==> src/hw/aligner_defs.vh <==
`ifndef ALIGNER_DEFS_VH
`define ALIGNER_DEFS_VH

// Register byte addresses
`define ADDR_CTRL 12'h000
`define ADDR_PATTERN 12'h004
`define ADDR_STATUS 12'h008

// Control field positions
`define CTRL_WIDE10 0
`define CTRL_SLIP 1
`define CTRL_PAT7 2

// Reset values
`define CTRL_RESET 3'h0
`define PATTERN_RESET 16'h017c

// Status field positions
`define STAT_OFF_LSB 0
`define STAT_ARMED 4
`define STAT_CNT_LSB 8

// Word widths and boundary offsets
`define NARROW_W 8
`define WIDE_W 10
`define PAIR_W 16
`define OFF_W 4
`define OFF_MAX_NARROW 4'h7
`define OFF_MAX_WIDE 4'h9
`define OFF_ZERO 4'h0

// Pattern compare masks for the 10-bit path
`define MASK_PAT7 10'h07f
`define MASK_PAT10 10'h3ff

`endif

==> src/hw/rise_detect.v <==
`timescale 1ns/1ps
module rise_detect
(
   input wire clk,
   input wire rst_b,
   input wire level,
   output wire rise
);

reg level_reg;

always @(posedge clk)
begin
   if (!rst_b)
      level_reg <= 1'b0;
   else
      level_reg <= level;
end

assign rise = level & ~level_reg;

endmodule // rise_detect

==> src/hw/pattern_matcher.v <==
`timescale 1ns/1ps
module pattern_matcher
#(
   parameter W = 10,
   parameter SW = 30,
   parameter PW = 10,
   parameter BASE = 10
)
(
   input wire [SW-1:0] stream,
   input wire [PW-1:0] pattern,
   input wire [PW-1:0] mask,
   input wire accept_inv,
   output wire [W-1:0] hit
);

genvar k;
generate
   for (k = 0; k < W; k = k + 1)
   begin : g_off
      wire [PW-1:0] seg;
      wire same;
      wire inverted;
      assign seg = stream[BASE+k +: PW];
      assign same = ((seg ^ pattern) & mask) == {PW{1'b0}};
      assign inverted = ((~seg ^ pattern) & mask) == {PW{1'b0}};
      assign hit[k] = same | (accept_inv & inverted);
   end
endgenerate

endmodule // pattern_matcher

==> src/hw/word_aligner.v <==
// Chosen here: the APB interface to the registers and the placing of the registers.
`timescale 1ns/1ps
`include "aligner_defs.vh"
module word_aligner
(
   input wire clk,
   input wire rst_b,
   input wire [9:0] data_in,
   input wire pattern_align_en,
   input wire bit_slip_req,
   output wire [9:0] data_out,
   output wire sync_pulse,
   output wire pattern_hit,
   input wire psel,
   input wire penable,
   input wire pwrite,
   input wire [11:0] paddr,
   input wire [31:0] pwdata,
   output wire [31:0] prdata,
   output wire pready,
   output wire pslverr
);

localparam NW = `NARROW_W;
localparam WW = `WIDE_W;

reg [2:0] ctrl_reg;
reg [15:0] pattern_reg;
reg [WW-1:0] prev_reg;
reg [WW-1:0] prev2_reg;
reg [`OFF_W-1:0] off_reg;
reg [`OFF_W-1:0] off_next;
reg armed_reg;
reg armed_next;
reg [7:0] update_cnt_reg;
reg [WW-1:0] data_out_reg;
reg sync_reg;
reg hit_reg;
reg [31:0] prdata_reg;
reg pready_reg;
reg pslverr_reg;
reg [31:0] rdata;
reg found;
reg [`OFF_W-1:0] found_off;
reg realign;
reg hit_now;
reg search_en;
integer i;

wire wide;
wire slip_mode;
wire pat7;
wire align_rise;
wire slip_rise;
wire [3*NW-1:0] stream8;
wire [3*WW-1:0] stream10;
wire [NW-1:0] hit8;
wire [WW-1:0] hit10;
wire [WW-1:0] hit_vec;
wire [WW-1:0] mask10;
wire [NW-1:0] word8;
wire [WW-1:0] word10;
wire [`OFF_W-1:0] off_max;
wire setup;
wire commit;
wire addr_ok;
wire pair_hit;
wire [2:0] off8;

assign wide = ctrl_reg[`CTRL_WIDE10];
assign slip_mode = ctrl_reg[`CTRL_SLIP];
assign pat7 = ctrl_reg[`CTRL_PAT7];
assign off_max = wide ? `OFF_MAX_WIDE : `OFF_MAX_NARROW;

// Oldest word at the bottom: bit 0 is the earliest bit received
assign stream8 = {data_in[NW-1:0], prev_reg[NW-1:0],
                  prev2_reg[NW-1:0]};
assign stream10 = {data_in, prev_reg, prev2_reg};

// Word history; cleared by the receive reset
always @(posedge clk)
begin
   if (!rst_b)
   begin
      prev_reg <= {WW{1'b0}};
      prev2_reg <= {WW{1'b0}};
   end
   else
   begin
      prev_reg <= data_in;
      prev2_reg <= prev_reg;
   end
end

// Strobes from user logic, edge detected
rise_detect align_edge
(
   .clk(clk),
   .rst_b(rst_b),
   .level(pattern_align_en),
   .rise(align_rise)
);

rise_detect slip_edge
(
   .clk(clk),
   .rst_b(rst_b),
   .level(bit_slip_req),
   .rise(slip_rise)
);

assign mask10 = pat7 ? `MASK_PAT7 : `MASK_PAT10;

// Two-word compare, earlier word as low byte
pattern_matcher
#(
   .W(NW),
   .SW(3*NW),
   .PW(`PAIR_W),
   .BASE(0)
)
match8
(
   .stream(stream8),
   .pattern(pattern_reg),
   .mask({`PAIR_W{1'b1}}),
   .accept_inv(1'b0),
   .hit(hit8)
);

// Complement accepted only in 10-bit pattern search, not in slip mode
pattern_matcher
#(
   .W(WW),
   .SW(3*WW),
   .PW(WW),
   .BASE(WW)
)
match10
(
   .stream(stream10),
   .pattern(pattern_reg[WW-1:0]),
   .mask(mask10),
   .accept_inv(~slip_mode),
   .hit(hit10)
);

assign hit_vec = wide ? hit10 : {{(WW-NW){1'b0}}, hit8};

// Lowest offset that holds the pattern
always @*
begin
   found = 1'b0;
   found_off = `OFF_ZERO;
   for (i = WW - 1; i >= 0; i = i - 1)
   begin
      if (hit_vec[i])
      begin
         found = 1'b1;
         found_off = i[`OFF_W-1:0];
      end
   end
end

// Next boundary and search state
always @*
begin
   if (slip_mode)
      search_en = 1'b0;
   else if (wide)
      search_en = pattern_align_en;
   else
      search_en = armed_reg | align_rise;
   realign = search_en & found & (found_off != off_reg);
   off_next = off_reg;
   if (realign)
      off_next = found_off;
   else if (slip_mode && slip_rise)
   begin
      if (off_reg >= off_max)
         off_next = `OFF_ZERO;
      else
         off_next = off_reg + 4'h1;
   end
   if (slip_mode || wide)
      armed_next = 1'b0;
   else
      armed_next = (armed_reg | align_rise) & ~found;
end

// Offsets past the 8-bit range fold back until the next slip or realign
assign off8 = off_next[2:0];
// Higher offset takes later bits, so the new bit enters at the msb
assign word8 = stream8[NW+off8 +: NW];
assign word10 = stream10[WW+off_next +: WW];

// Slip on 8-bit words: new word over the word sent just before it
assign pair_hit = {word8, data_out_reg[NW-1:0]} == pattern_reg;

always @*
begin
   if (slip_mode && !wide)
      hit_now = pair_hit;
   else
      hit_now = hit_vec[off_next];
end

// Data and status leave through one shared register stage
always @(posedge clk)
begin
   if (!rst_b)
   begin
      off_reg <= `OFF_ZERO;
      armed_reg <= 1'b0;
      data_out_reg <= {WW{1'b0}};
      sync_reg <= 1'b0;
      hit_reg <= 1'b0;
      update_cnt_reg <= 8'h00;
   end
   else
   begin
      off_reg <= off_next;
      armed_reg <= armed_next;
      data_out_reg <= wide ? word10 : {{(WW-NW){1'b0}}, word8};
      sync_reg <= realign;
      hit_reg <= hit_now;
      if (realign)
         update_cnt_reg <= update_cnt_reg + 8'h01;
   end
end

assign data_out = data_out_reg;
assign sync_pulse = sync_reg;
assign pattern_hit = hit_reg;

// APB slave, one cycle access phase
assign setup = psel & ~penable;
assign commit = psel & penable & pready_reg & pwrite;
assign addr_ok = (paddr == `ADDR_CTRL) || (paddr == `ADDR_PATTERN) ||
                 (paddr == `ADDR_STATUS);

// Register read mux
always @*
begin
   rdata = 32'h00000000;
   case (paddr)
      `ADDR_CTRL:
         rdata[2:0] = ctrl_reg;
      `ADDR_PATTERN:
         rdata[15:0] = pattern_reg;
      `ADDR_STATUS:
      begin
         rdata[`STAT_OFF_LSB +: `OFF_W] = off_reg;
         rdata[`STAT_ARMED] = armed_reg;
         rdata[`STAT_CNT_LSB +: 8] = update_cnt_reg;
      end
      default:
         rdata = 32'h00000000;
   endcase
end

// Writes land at the end of the access phase
always @(posedge clk)
begin
   if (!rst_b)
   begin
      ctrl_reg <= `CTRL_RESET;
      pattern_reg <= `PATTERN_RESET;
      prdata_reg <= 32'h00000000;
      pready_reg <= 1'b0;
      pslverr_reg <= 1'b0;
   end
   else
   begin
      pready_reg <= setup;
      pslverr_reg <= setup & ~addr_ok;
      prdata_reg <= (setup && !pwrite) ? rdata : 32'h00000000;
      if (commit && paddr == `ADDR_CTRL)
         ctrl_reg <= pwdata[2:0];
      if (commit && paddr == `ADDR_PATTERN)
         pattern_reg <= pwdata[15:0];
   end
end

assign prdata = prdata_reg;
assign pready = pready_reg;
assign pslverr = pslverr_reg;

endmodule // word_aligner

==> config.mk <==
export PLATFORM = sky130hd
export DESIGN_NAME = word_aligner
export DESIGN_NICKNAME = d
export VERILOG_FILES = /design/src/hw/rise_detect.v /design/src/hw/pattern_matcher.v /design/src/hw/word_aligner.v
export VERILOG_INCLUDE_DIRS = /design/src /design/src/hw
export SDC_FILE = /design/constraint.sdc
export NUM_CORES = 1
export LEC_CHECK = 0
export BUFFER_PORTS_ARGS = -buffer_cell sky130_fd_sc_hd__buf_2
export CAP_MARGIN = 40
export CELL_PAD_IN_SITES_DETAIL_PLACEMENT = 1
export CELL_PAD_IN_SITES_GLOBAL_PLACEMENT = 2
export CORE_MARGIN = 2
export CORE_UTILIZATION = 36
export CTS_CLUSTER_SIZE = 40
export DETAILED_ROUTE_END_ITERATION = 16
export GPL_TIMING_DRIVEN = 0
export PLACE_DENSITY = 0.85
export SETUP_SLACK_MARGIN = 0.02
export SYNTH_ARGS = -nofsm -noshare
export SYNTH_HDL_FRONTEND = slang
export SYNTH_SLANG_ARGS = --single-unit
export TNS_END_PERCENT = 10
==> constraint.sdc <==
create_clock -name clk -period 5.7 [get_ports clk]
set_input_delay 0.57 -clock clk [delete_from_list [all_inputs] [get_ports clk]]
set_output_delay 0.57 -clock clk [all_outputs]
set_load 0.02 [all_outputs]
# --- Word-level counts from Yosys, hierarchy flattened ---
# Cells that the tools add are included.
op_classes:
  bitwise: 96
  shift: 2
  muxes: 35
  n_eq_ne: 4
  add_sub_neg: 4
  n_lt_le_gt_ge: 2
  reduce_logical: 43
ops:
  columns: ["operator", "n"]
  rows:
  - ["AND 10 bit", 20]
  - ["zero test 10 bit", 20]
  - ["XOR 10 bit", 20]
  - ["zero test 16 bit", 8]
  - ["XOR 16 bit", 8]
  - ["NOT 10 bit", 10]
  - ["2-to-1 mux 4 bit", 14]
  - ["variable part select 30 x 6 -> 10 bit", 1]
  - ["variable part select 24 x 6 -> 8 bit", 1]
  - ["AND 1 bit", 20]
  - ["2-to-1 mux 10 bit", 2]
  - ["== test 16 bit", 1]
  - ["one-hot mux 8 bit (2 select lines)", 1]
  - ["2-to-1 mux 1 bit", 14]
  - ["== test 12 x 3 -> 1 bit (second input constant)", 1]
  - ["== test 12 x 4 -> 1 bit (second input constant)", 1]
  - ["zero test 12 bit", 1]
  - ["bitwise OR 1 bit", 11]
  - ["one-hot mux 3 bit (3 select lines)", 1]
  - ["adder 8 x 1 -> 8 bit (second input constant)", 1]
  - ["2-to-1 mux 8 bit", 1]
  - ["NOT 1 bit", 7]
  - ["adder 4 x 3 -> 5 bit (first input constant)", 1]
  - ["adder 4 x 4 -> 5 bit (first input constant)", 1]
  - ["12 further kinds", 20]
word_totals:
  input_bits: 61
  out_inout_bits: 46
  word_cells: 204
  ff_bits: 100

# --- Logic depth before layout (Yosys ltp) ---
# Gate-level depths: netlist of run 1.
logic_depth:
  ltp_word: 24
  ltp_mapped: 20
  depth_no_buf: 16

# --- Modules after synthesis ---
# A second synthesis of run 1 with hierarchy kept.
unflattened:
  hier_cells: 1367
  area_unflattened_um2: 10478.8
by_module_without_submodules:
  columns: ["module", "area_each_um2", "instances", "cells_per_inst", "seq_area_each_um2"]
  rows:
  - ["word_aligner", 5422.7, 1, 673, 1641.6]
  - ["pattern_matcher (match8)", 2851.5, 1, 399, 0.0]
  - ["pattern_matcher (match10)", 2124.5, 1, 289, 0.0]
  - ["rise_detect", 40.0, 2, 3, 20.0]

# --- Worst setup path after synthesis of run 1 ---
# OpenSTA, ideal clock, no wires.
synth_path:
  path_kind: "in2reg"
  startpoint: "in data_in[3]"
  endpoint: "reg hit_reg, in the netlist pattern_hit"
  t_arrival_ns: 4.202
  setup_slack_ns: 1.440
  path_buffers: 3
  setup_time_ns: 0.058
  path_stages: 18
  t_required_ns: 5.642
  cell_sequence: "buf_2 buf_4 xor2_1 nor4_1 nand4_1 nor3_1 or2_1 nor4_4 nand4_4 xor2_2 a31oi_4 o2bb2ai_2 buf_4 mux2i_1 xnor2_1 nand2_1 a2111oi_0 a21o_1"
synth_between:
  elab_chain_len: 24
  word_cells_on_any_way: 93
  classes_between: "1 x add/sub; 2 x eq/ne; 1 x shift; 25 x mux; 48 x bitwise; 16 x reduce/logical"
synth_rtl:
  columns: ["element", "line_no", "text"]
  rows:
  - ["from (decl)", "word_aligner.v:8", "input wire [9:0] data_in,"]
  - ["NOT 10 bit", "pattern_matcher.v:26", "assign inverted = ((~seg ^ pattern) & mask) == {PW{1'b0}};"]
  - ["XOR 10 bit", "pattern_matcher.v:26", null]
  - ["AND 10 bit", "pattern_matcher.v:26", null]
  - ["zero test 10 bit", "pattern_matcher.v:26", null]
  - ["AND 1 bit", "pattern_matcher.v:27", "assign hit[k] = same | (accept_inv & inverted);"]
  - ["bitwise OR 1 bit", "pattern_matcher.v:27", null]
  - ["2-to-1 mux 10 bit", "word_aligner.v:148", "assign hit_vec = wide ? hit10 : {{(WW-NW){1'b0}}, hit8};"]
  - ["2-to-1 mux 4 bit / 2-to-1 mux 1 bit (equally long branches) (10 in series)", "word_aligner.v:157", "if (hit_vec[i])"]
  - ["!= test 4 bit / AND 1 bit (equally long branches)", "word_aligner.v:174", "realign = search_en & found & (found_off != off_reg);"]
  - ["AND 1 bit", "word_aligner.v:174", null]
  - ["2-to-1 mux 4 bit", "word_aligner.v:176", "if (realign)"]
  - ["adder 4 x 3 -> 5 bit", "word_aligner.v:194", "assign word8 = stream8[NW+off8 +: NW];"]
  - ["variable part select 24 x 6 -> 8 bit", "word_aligner.v:194", null]
  - ["== test 16 bit", "word_aligner.v:198", "assign pair_hit = {word8, data_out_reg[NW-1:0]} == pattern_reg;"]
  - ["2-to-1 mux 1 bit *", "word_aligner.v:202", "if (slip_mode && !wide)"]
  - ["to (signal assigned)", "word_aligner.v:226", "hit_reg <= hit_now;"]
  - ["to (decl)", "word_aligner.v:38", "reg hit_reg;"]
# Mark *: on every way between the ends. The rest lies on a longest branch, timed or not. The select of a mux whose other input is x is not followed.
# A chain may end at the register's enable or synchronous reset.

# --- Worst setup path in the final report of run 1 ---
layout_path:
  startpoint: "reg pattern_reg[3]"
  endpoint: "reg hit_reg, in the netlist pattern_hit"
layout_between:
  elab_chain_len: 23
  word_cells_on_any_way: 127
  classes_between: "1 x add/sub; 2 x eq/ne; 1 x shift; 25 x mux; 70 x bitwise; 28 x reduce/logical"
layout_rtl:
  columns: ["element", "line_no", "text"]
  rows:
  - ["from (decl)", "word_aligner.v:28", "reg [15:0] pattern_reg;"]
  - ["from (signal assigned)", "word_aligner.v:268", "pattern_reg <= `PATTERN_RESET;"]
  - ["from (signal assigned)", "word_aligner.v:281", "pattern_reg <= pwdata[15:0];"]
  - ["XOR 10 bit", "pattern_matcher.v:26", null]
  - ["AND 10 bit", "pattern_matcher.v:26", null]
  - ["zero test 10 bit", "pattern_matcher.v:26", null]
  - ["AND 1 bit", "pattern_matcher.v:27", null]
  - ["bitwise OR 1 bit", "pattern_matcher.v:27", null]
  - ["2-to-1 mux 10 bit", "word_aligner.v:148", null]
  - ["2-to-1 mux 4 bit / 2-to-1 mux 1 bit (equally long branches) (10 in series)", "word_aligner.v:157", null]
  - ["!= test 4 bit / AND 1 bit (equally long branches)", "word_aligner.v:174", null]
  - ["AND 1 bit", "word_aligner.v:174", null]
  - ["2-to-1 mux 4 bit", "word_aligner.v:176", null]
  - ["adder 4 x 3 -> 5 bit", "word_aligner.v:194", null]
  - ["variable part select 24 x 6 -> 8 bit", "word_aligner.v:194", null]
  - ["== test 16 bit", "word_aligner.v:198", null]
  - ["2-to-1 mux 1 bit *", "word_aligner.v:202", null]
# Marked as above.

==> results summary, run 1 <==
The pin count of the biggest net entering global routing is 19. The worst hold path begins at pwdata[5]. The transition at the pin with the smallest max-transition slack is 0.753 ns. The sum of routed wire length over all layers is 34200 um. The startpoint identified for the worst register-to-register timing path is pattern_reg[3]. The first detailed-routing pass took 5 iterations. By instance count, the cell type seen most on the critical path is sky130_fd_sc_hd__buf_4. The remaining number of nets flagged by the antenna check after routing came out at 0. Once the clock tree was built, the setup fixing pass inserted 0 buffers. The clock power share is 41.7%. The completed layout was analyzed and its total power is 1.48 mW.

In this run the power density over the cells is 152 mW/mm2. The number of flops mapped to enable cells by yosys is 0. The clock buffer count from CTS is 9.

Summed over all nets, the half-perimeter wirelength after detailed placement is 25000 um. The final-report setup violation count is 0. Of all flip-flops after synthesis, the portion carrying an async set or reset was 0%. STA classifies the critical path startpoint as a register. The worst hold path terminates at pattern_reg[5]. The endpoint identified for the worst register-to-register timing path is pattern_hit. The cell at the root of the clock tree is sky130_fd_sc_hd__clkbuf_16. The largest fanout on the critical path came out at 10. The total negative slack came out at 0 ns.

The register bit count reported by yosys is 82. The clock insertion delay at the later pin of the skew report is 0.36 ns. The total DRC errors in the routed layout is 0. The H-tree depth came out at 3. The average instance area after synthesis is 8.30 um2.

The top cell types in the final layout, fill and taps aside, are sky130_fd_sc_hd__xor2_1, sky130_fd_sc_hd__buf_2, sky130_fd_sc_hd__xnor2_1. The reg-to-reg setup timing slack is 0.35 ns. The number of cells on the worst reg-to-reg path is 17.

VDD sags by at most 0.132 mV. The number of standard cells in the final layout excluding fillers came out at 1453. After synthesis the cells add up to 0.00856 mm2. The count of cell types in the netlist came out at 94.

The fraction of power consumed by combinational cells came out at 18.3%. Using the TritonRoute via totals, the vias-per-cell ratio works out to 5.62. The quantity of I/O buffers inserted on ports came out at 69. The sequential cell area fraction in the yosys report is 19.2%. The area of the multi-input gates is 0.00620 mm2.

TritonCTS built the clock tree. Counting along the longest clock path gives a buffer depth of 2. The total track usage came out at 27.8%. The endpoint type of the worst setup path is a register. Synthesis handed over a netlist of 1031 instances. The net count reported at finish is 1195. The headroom to the max-slew limit came out at 49.4%.

After clock tree synthesis, the repair step resized 0 gates. For this run, the slowest stage of the critical path takes 0.69 ns. The post-route netlist has 18.9% of its cells at a drive strength greater than 1. Including well taps, the total number of placed cells is 1437. Leaving out fill and tap cells, the most frequent cell in the layout is sky130_fd_sc_hd__xor2_1. The area overhead of the layout relative to synthesis came out at 13.1%. The vertical extent of the die came out at 158 um. The switching power of the nets came out at 0.478 mW.

The tool flagged a number of max-cap violations equal to 0. The detail-routed net length per standard cell is 23.6 um. The clock period could shrink to 5.35 ns. The total number of placement rows came out at 56.

The first global-routing pass estimated 51300 um of wire. After clock tree synthesis, the clock-pin slew on the worst setup and hold paths is 0.07 ns. The data required time at the worst endpoint is 6.01 ns. The total of hold buffers inserted after clock tree synthesis is 0. The final critical path takes up 93.9% of the cycle.

The arrival time reported for the critical path endpoint came out at 5.66 ns. The die width is 158 um. The run finished with clean final reports. The slowest stage of the critical path belongs to the cell sky130_fd_sc_hd__o31ai_1. Across all layers, the routed design uses 8172 vias. Setup repair after global routing left no endpoint under its margin.

Of the total power, the share spent switching nets is 32.4%. The total overflow left after global routing is 0. The primary flip-flop cell chosen by synthesis mapping is sky130_fd_sc_hd__dfxtp_1. The I/O pin count came out at 107. Once the floorplan was initialized, standard cells occupied 36.6% of the core.

The internal portion of total power came out at 0.998 mW. The weighted congestion at the end of routability-driven global placement is 0.929. The area inside the core boundary is 0.0234 mm2.

The die covers 0.0250 mm2. The number of slew-limit violations in the final report came out at 0. The register area is 0.00164 mm2. The tightest min-delay check is of the in -> reg type.

For this design the static power due to leakage is 3.92 nW. The proportion of power drawn by flip-flops and latches came out at 40.0%. Counting instances, the worst hold path has a depth of 3. The number of warnings reported in the yosys synthesis log is 0. The antenna diode count is 0. The critical path in this run is classified as reg -> reg. Fill cells in the final layout number 2914. The highest clock frequency the design can meet came out at 0.187 GHz. Traced cell by cell, the critical path runs through buf_4, buf_6, xor2_1, nor4_1, nand4_1, o31ai_1, nor2_2, nand4_4, xor2_2, a31oi_4, o2bb2ai_2, buf_4, mux2i_1, xnor2_1, nand2_1, a2111oi_0, a21o_1. The number of hold violations in the final report is 0.

The initial antenna violation count is 0. The violation count after the first detailed-route iteration came out at 610. The number of global-route vias before repair was 8366. The clock arrives with 0.00975 ns of skew. The TritonCTS sink count came out at 82.
## metal layers
metal,GRT usage (%),share of wire [%]
met1,37.0,45
met3,4.63,6.7
met5,0,0
met4,12.2,4.4
met2,44.4,44
## worst max-delay path: cells and delay by family, from the launching register on
| family | cells | cell delay (ns) |
|---|---|---|
| and+or+nand+nor | 5 | 1.06 |
| muxes | 1 | 0.44 |
| AOI/OAI and AO/OA | 5 | 1.85 |
| DFF | 1 | 0.43 |
| buffers and inverters | 3 | 0.78 |
| xor gates and xnor gates | 3 | 0.73 |
## power by group through the flow
stage | Clock, mW | Sequential [mW] | Combinational (mW)
after floorplan | 0 | 0.605 | 0.178
after global placement | 0 | 0.603 | 0.257
after detailed placement | 0 | 0.604 | 0.263
after CTS | 0.625 | 0.590 | 0.265
after global routing | 0.647 | 0.591 | 0.289
final | 0.615 | 0.591 | 0.270
## kinds of logic (layout without fill, tap and decap cells)
kind of cell,count (synthesis),after routing,synth area share [%]
buffers and inverters,125,213,9.07
multiplexers,58,58,7.50
flip-flops,82,82,19.2
adder cells (fa/ha/maj),5,5,0.731
XOR/XNOR,252,252,26.1
AND/OR/NAND/NOR,350,350,22.8
other,1,16,0.0438
AO/OA/AOI/OAI,158,158,14.6
## metrics by stage
stage / hold WS, ns / utilization, % / cell area [um2] / worst slack, ns
2_1_floorplan: 0.472 / - / 8620 / 1.44
3_3_place_gp: 0.519 / 40.0 / 9360 / 0.269
3_5_place_dp: 0.511 / 40.1 / 9380 / 0.255
4_1_cts: 0.418 / 41.4 / 9690 / 0.449
5_1_grt: 0.432 / 41.4 / 9690 / 0.0670
6_report: 0.417 / 41.4 / 9690 / 0.350
## synthesized netlist by cell type, types with 10 or more instances
library cell / n / area share [%]
sky130_fd_sc_hd__nor2_1: 32 / 1.4
sky130_fd_sc_hd__buf_4: 32 / 2.8
sky130_fd_sc_hd__xnor2_1: 103 / 11
sky130_fd_sc_hd__xor2_1: 147 / 15
sky130_fd_sc_hd__and2_1: 41 / 3.0
sky130_fd_sc_hd__nor3_1: 25 / 1.5
sky130_fd_sc_hd__a21oi_1: 19 / 1.1
sky130_fd_sc_hd__clkbuf_1: 23 / 1.0
sky130_fd_sc_hd__a21boi_0: 13 / 1.1
sky130_fd_sc_hd__dfxtp_1: 82 / 19
sky130_fd_sc_hd__buf_2: 35 / 2.0
sky130_fd_sc_hd__nand2b_1: 11 / 0.80
sky130_fd_sc_hd__a22o_1: 10 / 1.0
sky130_fd_sc_hd__mux2i_1: 48 / 5.6
sky130_fd_sc_hd__nor4_1: 31 / 2.3
sky130_fd_sc_hd__a31oi_1: 10 / 0.73
sky130_fd_sc_hd__nand2_1: 80 / 3.5
sky130_fd_sc_hd__and3_1: 14 / 1.0
sky130_fd_sc_hd__o21ai_0: 19 / 1.1
sky130_fd_sc_hd__o31ai_1: 14 / 1.2
sky130_fd_sc_hd__nand3_1: 35 / 2.0
sky130_fd_sc_hd__nand4_1: 31 / 2.3
sky130_fd_sc_hd__buf_6: 19 / 2.5
## how the worst max path moves through the flow
stage              startpoint          end  slack [ns]  cells past startpoint
3_3_place_gp      prev_reg[1]  pattern_hit        0.27                     17
3_5_place_dp       data_in[4]  pattern_hit        0.25                     18
5_1_grt           prev_reg[5]  pattern_hit        0.07                     17
2_1_floorplan      data_in[3]  pattern_hit        1.44                     18
6_report       pattern_reg[3]  pattern_hit        0.35                     17
4_1_cts        pattern_reg[3]  pattern_hit        0.45                     17
## final cells by class
type	instances	share of cell area (%)
sequential	82	16.9
clock inverter	7	0.788
tap	319	4.12
clock buffer	9	2.33
timing repair buffer	72	3.79
inverter	10	0.388
buffer	115	7.63
multi-input combinational	839	64.0
(Power assumes the default switching activity.)
==> run 2: changes to the inputs <==
ABC_AREA = 1   (was unset)
CORE_ASPECT_RATIO = 0.5   (was unset)
CORE_UTILIZATION = 31   (was 36)
GPL_TIMING_DRIVEN = unset   (was 0)
==> run 2 against run 1 <==
  * Via count up 34%
  * Sequential power about the same
  * Clock skew up 0.00097 ns
  * Non-clock buffer count down 75
  * Wire length up 26%
  * Synthesized cell count up 49%
  * Final area down 1.7%
  * Global-route usage up 1.5 points
  * Critical endpoint unchanged
  * Critical path depth up 12
==> results summary, run 2 <==
The instance count along the most critical hold path came out at 3 (unchanged). The number of slew-limit violations in the final report came out at 0 (unchanged). The number of cells produced by synthesis is 1540 (+49%). In the layout the commonest cells are sky130_fd_sc_hd__nand2_1, sky130_fd_sc_hd__nand3_1, sky130_fd_sc_hd__nor2_1. TritonCTS built the clock tree. The average instance area after synthesis is 5.67 um2 (-32%). The post-detailed-placement cell area came out at 0.00924 mm2 (-1.6%). The violation count after the first detailed-route iteration is 1016 (+67%). The final period demand of the worst path is 4.96 ns (-0.395 ns). The global-route congestion overflow total is 0 (unchanged). For this run, the leading register cell type out of synthesis is sky130_fd_sc_hd__dfxtp_1.

The minimum setup slack after placement came out at 0.851 ns (+0.596 ns). The number of flops mapped to enable cells by yosys is 0 (unchanged). The first-pass GRT wire length came out at 65100 um (+27%). The TritonCTS sink count is 82 (unchanged). The post-cts resize count came to 0 (unchanged). The worst setup path is captured at a register. The number of instances in the placed design came to 1933 (+35%).

The initial antenna violation count is 1 (+1). The register bit count reported by yosys is 82 (unchanged). The transition at the pin with the smallest max-transition slack is 0.743 ns (-0.0102 ns).

The clock buffer count from CTS is 9 (unchanged). The maximum clock path buffer count came out at 2 (unchanged). The switching power share of the total was 34.7% (+2.3 points). The total negative slack was 0 ns (unchanged). The weighted congestion at the end of routability-driven global placement came out at 0.938 (+0.98%). The register clock-pin slew on the reported worst setup and hold paths came out at 0.07 ns (about the same). The number of buffers inserted by post-CTS setup repair is 0 (unchanged). The run finished with clean final reports. The via total after detailed routing is 11000 (+34%). The number of vias per cell after detailed routing is 5.63 (+0.11%). The type of the most critical hold path is in -> reg.

The synthesized cell area was 0.00873 mm2 (+2.0%). The post-route total power is 1.49 mW (+1.0%). The post-route core utilization is 34.4% (-7.0 points). The total of hold buffers inserted after clock tree synthesis is 0 (unchanged). sky130_fd_sc_hd__nand2_1 is the most common cell in the netlist. The reg-to-reg setup timing slack was 0.74 ns (+0.39 ns). The number of global-route vias before repair came out at 11000 (+31%). sky130_fd_sc_hd__nand2_1 takes more of the synthesized area than any other cell. The area enclosed by the die boundary is 0.0296 mm2 (+18%). By startpoint and endpoint, the worst setup path is classified as reg -> reg. The internal portion of total power came out at 0.973 mW (-2.5%). The vertical extent of the die is 123 um (-22%).

The highest clock frequency the design can meet came to 0.202 GHz (+8.0%). The area inside the core boundary was 0.0277 mm2 (+18%). The headroom to the max-slew limit is 50.4% (+1.1 points). The worst hold slack is 0.414 ns (-0.00380 ns). The I/O pin count is 107 (unchanged). The worst register-to-register path ends at pattern_hit.

The sequential cell area fraction in the yosys report was 18.8% (-0.38 points). The clock power share was 40.8% (-0.9 points). From synthesis to final layout, the design area changed by 9.07%.

The total track usage is 29.3% (+1.5 points). The power density relative to cell area is 157 mW/mm2 (+2.7%). The leakage power summed over all cells came out at 4.85 nW (+24%). The ratio of cells with drive above 1 in the final layout came out at 11.7% (-7.1 points). The number of warnings reported in the yosys synthesis log came out at 0 (unchanged). The number of hold violations in the final report is 0 (unchanged).

The pin count of the biggest net entering global routing was 53 (+34). The startpoint of the most critical setup path is pattern_reg[8]. The worst setup path is launched from a register. The cell at the root of the clock tree is sky130_fd_sc_hd__clkbuf_16. The fraction of power consumed by combinational cells came out at 19.4% (+1.1 points). Ranked by instance count, the synthesized netlist is headed by sky130_fd_sc_hd__nand2_1, sky130_fd_sc_hd__nand3_1, sky130_fd_sc_hd__nor2_1. The number of cells on the worst reg-to-reg path is 29 (+12). The arrival time reported for the critical path endpoint came out at 5.22 ns (-0.44 ns). The worst supply voltage drop on vdd came out at 0.135 mV (+2.1%). The clock skew came out at 0.0107 ns (+0.000974 ns). The slack of the critical path is 0.745 ns (+0.395 ns). The detail-routed net length per standard cell came out at 22.1 um (-6.3%). The net count reported at finish came out at 1628 (+36%).

The quantity of I/O buffers inserted on ports came out at 74 (+7.2%). The endpoint with the worst hold slack is slip_edge.level_reg. The area fraction of the dominant cell type after synthesis was 25.3% (+6.1 points).

The count of cell types in the netlist is 51 (-46%). The fraction of the cycle the final worst path needs came out at 86.9% (-6.9 points). Setup repair after global routing left no endpoint under its margin. The final-report setup violation count was 0 (unchanged).

The number of standard cells in the final layout excluding fillers is 1950 (+34%). The sum of routed wire length over all layers is 43100 um (+26%). Among the stages of the critical path, the cell type that occurs most often is sky130_fd_sc_hd__nand2_1. The die width is 241 um (+53%). The worst flop-to-flop path startpoint is pattern_reg[8]. The number of iterations in the first detailed-routing pass came to 6 (+1). The H-tree depth was 3 (unchanged). The number of violations of the max-capacitance limit was 0 (unchanged). The largest fanout on the critical path is 26 (+16). The worst hold path begins at bit_slip_req.

The half-perimeter wire length after placement came out at 29600 um (+18%). The data required time at the worst endpoint came out at 5.97 ns (-0.04 ns). The fraction of registers with async set or reset after synthesis came out at 0% (unchanged). The delay of the slowest critical-path stage came out at 0.74 ns (+0.05 ns).

The slowest stage cell on the critical path is sky130_fd_sc_hd__dfxtp_1. The final instance area came out at 0.00953 mm2 (-1.7%). The initial core utilization came out at 31.5% (-5.1 points). Leaving out fill and tap cells, the most frequent cell in the layout is sky130_fd_sc_hd__nand2_1. The total DRC errors in the routed layout is 0 (unchanged).

The total number of placement rows is 43 (-23%). The clock insertion delay at the later pin of the skew report came out at 0.37 ns (about the same). Ranked by total cell area, the synthesized netlist is headed by sky130_fd_sc_hd__nand2_1, sky130_fd_sc_hd__dfxtp_1, sky130_fd_sc_hd__nand3_1, sky130_fd_sc_hd__xor2_1, sky130_fd_sc_hd__nor2_1.

The proportion of power drawn by flip-flops and latches is 39.7% (-0.3 points). The remaining number of nets flagged by the antenna check after routing is 0 (unchanged). The switching power of the nets is 0.517 mW (+8.3%).
[run 2: cell types whose count changed after synthesis, sizes merged, moves of 44 or more]
| cell | before | now |
|---|---|---|
| inv | 10 | 121 |
| nand3 | 37 | 128 |
| nand2 | 80 | 602 |
| xor2 | 148 | 59 |
| mux2i | 49 | 0 |
| o21ai | 30 | 74 |
| nor2 | 34 | 118 |
| xnor2 | 104 | 18 |
[run 2: cells by family after synthesis]
group / count (synthesis) / share of synthesized area [%]
and+or+nand+nor: 925 / 45.0
buffers and inverters: 241 / 13.3
AOI/OAI and AO/OA: 209 / 14.0
DFF: 82 / 18.8
xor gates and xnor gates: 77 / 8.07
adders and majority gates: 5 / 0.716
other: 1 / 0.0429
[run 2: power groups by stage]
| stage | clock network, mW | registers (mW) | logic, mW |
|---|---|---|---|
| 3_3_place_gp | 0 | 0.606 | 0.271 |
| 5_1_grt | 0.631 | 0.594 | 0.318 |
| 2_1_floorplan | 0 | 0.605 | 0.196 |
| 4_1_cts | 0.616 | 0.592 | 0.282 |
| 3_5_place_dp | 0 | 0.606 | 0.281 |
| 6_report | 0.609 | 0.592 | 0.290 |
[run 2: worst max-delay path: cells and delay by family, from the launching register on]
kind	cells	cell delay [ns]
xor+xnor	1	0.18
simple gates	24	2.81
flops	1	0.74
buf+inv	3	0.90
compound gates	1	0.20
[run 2: layer usage]
layer  routed length (um)  GRT usage [%]  share of wire [%]  up-vias
met4                 1760           13.2                4.1        0
met5                    0              0                  0        -
li1                     -              -                  -     4966
met3                 3990           6.95                9.3      135
met1                18600           37.8                 43     5346
met2                18700           46.7                 43      532
[run 2: worst max path at each step]
stage             endpoint  cells after the start  slack, ns
2_1_floorplan  data_out[1]                     32       2.38
3_3_place_gp   pattern_hit                     31       0.93
3_5_place_dp   pattern_hit                     29       0.85
4_1_cts        pattern_hit                     29       0.85
5_1_grt        pattern_hit                     30       0.36
6_report       pattern_hit                     29       0.74
[run 2: final cells by class]
type / instances / area, um2
multi-input combinational: 1232 / 5990
sequential: 82 / 1640
inverter: 125 / 469
antenna: 1 / 2.50
fill: 3782 / 18200
clock buffer: 9 / 225
clock inverter: 7 / 60.1
timing repair buffer: 112 / 656
tap: 382 / 478
==> run 3: changes to the inputs <==
ABC_AREA = unset   (was 1)
CORE_UTILIZATION = 36   (was 31)
==> run 3 against run 2 <==
  * Cell count fell by 28%
  * Sequential power rose by 2%
  * Largest cell class unchanged
  * Utilization rose by 7.0 points
  * Sequential share of layout area barely moved
  * Total power fell by 1.4%
  * Final area rose by 0.16%
  * Non-clock buffer count rose by 31
  * Via count fell by 26%
  * Combinational power fell by 18%
  * Sequential cell count did not move
  * Global-route usage fell by 4.2 points
  * Worst setup slack got worse by 0.35 ns
==> results summary, run 3 (synthesized netlist as in run 1, its figures left out) <==
The flow ran to the end, and the final reports show no timing, DRC or antenna violations. The die width came out at 222 um (-8.0%). The class of the most critical setup path is reg -> reg.

The data required time at the worst endpoint is 6.00 ns (+0.03 ns). The ratio of cells with drive above 1 in the final layout is 18.2% (+6.4 points). The worst hold slack came out at 0.420 ns (+0.00661 ns). The clock buffer count from CTS is 9 (unchanged). The number of hold violations in the final report came out at 0 (unchanged).

The initial antenna violation count is 0 (-1). In the layout the commonest cells are sky130_fd_sc_hd__xor2_1, sky130_fd_sc_hd__xnor2_1, sky130_fd_sc_hd__dfxtp_1. The power density relative to cell area came out at 154 mW/mm2 (-1.5%). The reg-to-reg setup timing slack is 0.39 ns (-0.35 ns). The register clock-pin slew on the reported worst setup and hold paths came out at 0.07 ns (about the same). The number of global-route vias before repair is 8395 (-24%). The half-perimeter wire length after placement came out at 22700 um (-23%). The clock skew is 0.0117 ns (+0.000949 ns). The most frequent standard cell in the layout excluding fill and tap cells is sky130_fd_sc_hd__xor2_1.

The weighted congestion at the end of routability-driven global placement came out at 0.921 (-1.8%). The headroom to the max-slew limit is 41.8% (-8.6 points). The post-cts resize count is 0 (unchanged).

The number of violations of the max-capacitance limit was 0 (unchanged). The transition at the pin with the smallest max-transition slack came out at 0.872 ns (+0.129 ns). The worst supply voltage drop on vdd is 0.146 mV (+8.1%). The number of iterations in the first detailed-routing pass came out at 5 (-1). The leakage power summed over all cells came out at 3.81 nW (-22%). The maximum clock path buffer count is 2 (unchanged). The layout filler cell count is 2749 (-27%). The number of slew-limit violations in the final report came out at 0 (unchanged). The minimum setup slack after placement came to 0.253 ns (-0.597 ns). Setup repair after global routing left no endpoint under its margin. The final-report setup violation count was 0 (unchanged). The sum of routed wire length over all layers is 31400 um (-27%). The area inside the core boundary is 0.0231 mm2 (-17%).

The H-tree depth came out at 3 (unchanged). The total negative slack came to 0 ns (unchanged). The CTS tree is built. In this run the critical register-to-register path is captured at pattern_hit. The remaining number of nets flagged by the antenna check after routing came out at 0 (unchanged). The detail-routed net length per standard cell was 22.5 um (+1.8%).

The total of hold buffers inserted after clock tree synthesis came out at 0 (unchanged). The critical path starts at prev_reg[8]. The I/O pin count came out at 107 (unchanged). The largest fanout on the critical path was 13 (-50%). The type of the most critical hold path is in -> reg. The total DRC errors in the routed layout came to 0 (unchanged). The TritonCTS sink count came out at 82 (unchanged).

STA classifies the critical path startpoint as a register. The number of vias per cell after detailed routing came out at 5.83 (+3.6%). The initial core utilization was 37.1% (+5.6 points).

The quantity of I/O buffers inserted on ports is 74 (unchanged). The slack of the critical path is 0.390 ns (-0.354 ns). The global-route congestion overflow total came out at 0 (unchanged). The antenna diode count is 0 (-1).

The pin count of the biggest net entering global routing is 66 (+25%). The fraction of the cycle the final worst path needs is 93.2% (+6.2 points). STA classifies the critical path endpoint as a register.

The highest clock frequency the design can meet was 0.188 GHz (-6.7%). The total number of placement rows came to 39 (-9.3%). The clock insertion delay at the later pin of the skew report came out at 0.37 ns (about the same).

The arrival time reported for the critical path endpoint came out at 5.61 ns (+0.39 ns). The post-route total power is 1.47 mW (-1.4%). The worst register-to-register path begins at prev_reg[8].

The violation count after the first detailed-route iteration is 698 (-31%). The via total after detailed routing is 8145 (-26%). The number of cells on the worst reg-to-reg path was 16 (-45%). The area overhead of the layout relative to synthesis came out at 11.4%. The area enclosed by the die boundary came out at 0.0251 mm2 (-15%). The final period demand of the worst path is 5.31 ns (+0.354 ns). The vertical extent of the die is 113 um (-7.9%). The net count reported at finish was 1151 (-29%).

The cell at the root of the clock tree is sky130_fd_sc_hd__clkbuf_16. The total track usage is 25.1% (-4.2 points). The post-route core utilization came out at 41.3% (+7.0 points).

The most critical setup path has its endpoint at pattern_hit. The first-pass GRT wire length is 48700 um (-25%).
[run 3: changes by cell type in the layout (fill, tap and decap cells not counted), sizes merged, moves of 39 or more]
cell | before | now
nand2 | 602 | 80
inv | 124 | 12
nand3 | 128 | 37
xor2 | 59 | 148
xnor2 | 18 | 104
nor2 | 118 | 34
mux2i | 0 | 49
o21ai | 74 | 30
o22ai | 43 | 4
[run 3: how the worst min path moves through the flow]
stage | from | endpoint | slack, ns | cells after the start
floorplan | update_cnt_reg[7] | prdata[15] | 0.47 | 1
global placement | update_cnt_reg[7] | prdata[15] | 0.50 | 1
detailed placement | update_cnt_reg[7] | prdata[15] | 0.50 | 1
CTS | pwdata[3] | pattern_reg[3] | 0.42 | 3
global route | pwdata[3] | pattern_reg[3] | 0.42 | 3
finish | pwdata[3] | pattern_reg[3] | 0.42 | 3
[run 3: area by class of cell]
type	count	area, um2	area share (%)
inverter	10	37.5	0.393
multi-input combinational	839	6200	65.0
clock buffer	9	225	2.36
clock inverter	7	76.3	0.800
sequential	82	1640	17.2
tap	307	384	4.03
timing repair buffer	143	976	10.2
[run 3: what timing repair did]
action                                 CTS  global route
setup endpoints to repair                0             1
endpoints found under the hold margin    0             0
buffers inserted                         0             8
[run 3: metrics by stage]
step | std cells | area, um2
after floorplan | 1046 | 8620
after global placement | 1372 | 9160
after detailed placement | 1373 | 9170
after CTS | 1389 | 9470
after global routing | 1397 | 9540
final | 1397 | 9540
[run 3: worst max-delay path, stage by stage, from the launching register on]
cell and delay (ns):
sky130_fd_sc_hd__dfxtp_1 0.89, sky130_fd_sc_hd__xnor2_1 0.17, sky130_fd_sc_hd__nand4b_1 0.14, sky130_fd_sc_hd__and3b_1 0.18, sky130_fd_sc_hd__o21ai_1 0.36, sky130_fd_sc_hd__o31ai_1 0.25
sky130_fd_sc_hd__nor4_4 0.43, sky130_fd_sc_hd__nand4_4 0.21, sky130_fd_sc_hd__xor2_2 0.51, sky130_fd_sc_hd__a31oi_4 0.30, sky130_fd_sc_hd__o2bb2ai_2 0.23, sky130_fd_sc_hd__buf_4 0.26
sky130_fd_sc_hd__mux4_2 0.40, sky130_fd_sc_hd__a22oi_1 0.37, sky130_fd_sc_hd__xor2_1 0.22, sky130_fd_sc_hd__o2111a_1 0.19, sky130_fd_sc_hd__a21o_1 0.11
[run 3: power by group]
part           leakage (nW)  internal [mW]  switching (mW)
clock network         0.148          0.344           0.285
registers             0.667          0.583          0.0215
logic                  2.99         0.0945           0.142
total                  3.81           1.02           0.448
[run 3: routing by layer]
metal  up-vias  global-route usage [%]  wire, um
li1       3686                       -         -
met5         -                       0         0
met4         0                    9.05       920
met3        76                    4.78      2110
met2       283                    40.1     14100
met1      4100                    33.9     14300
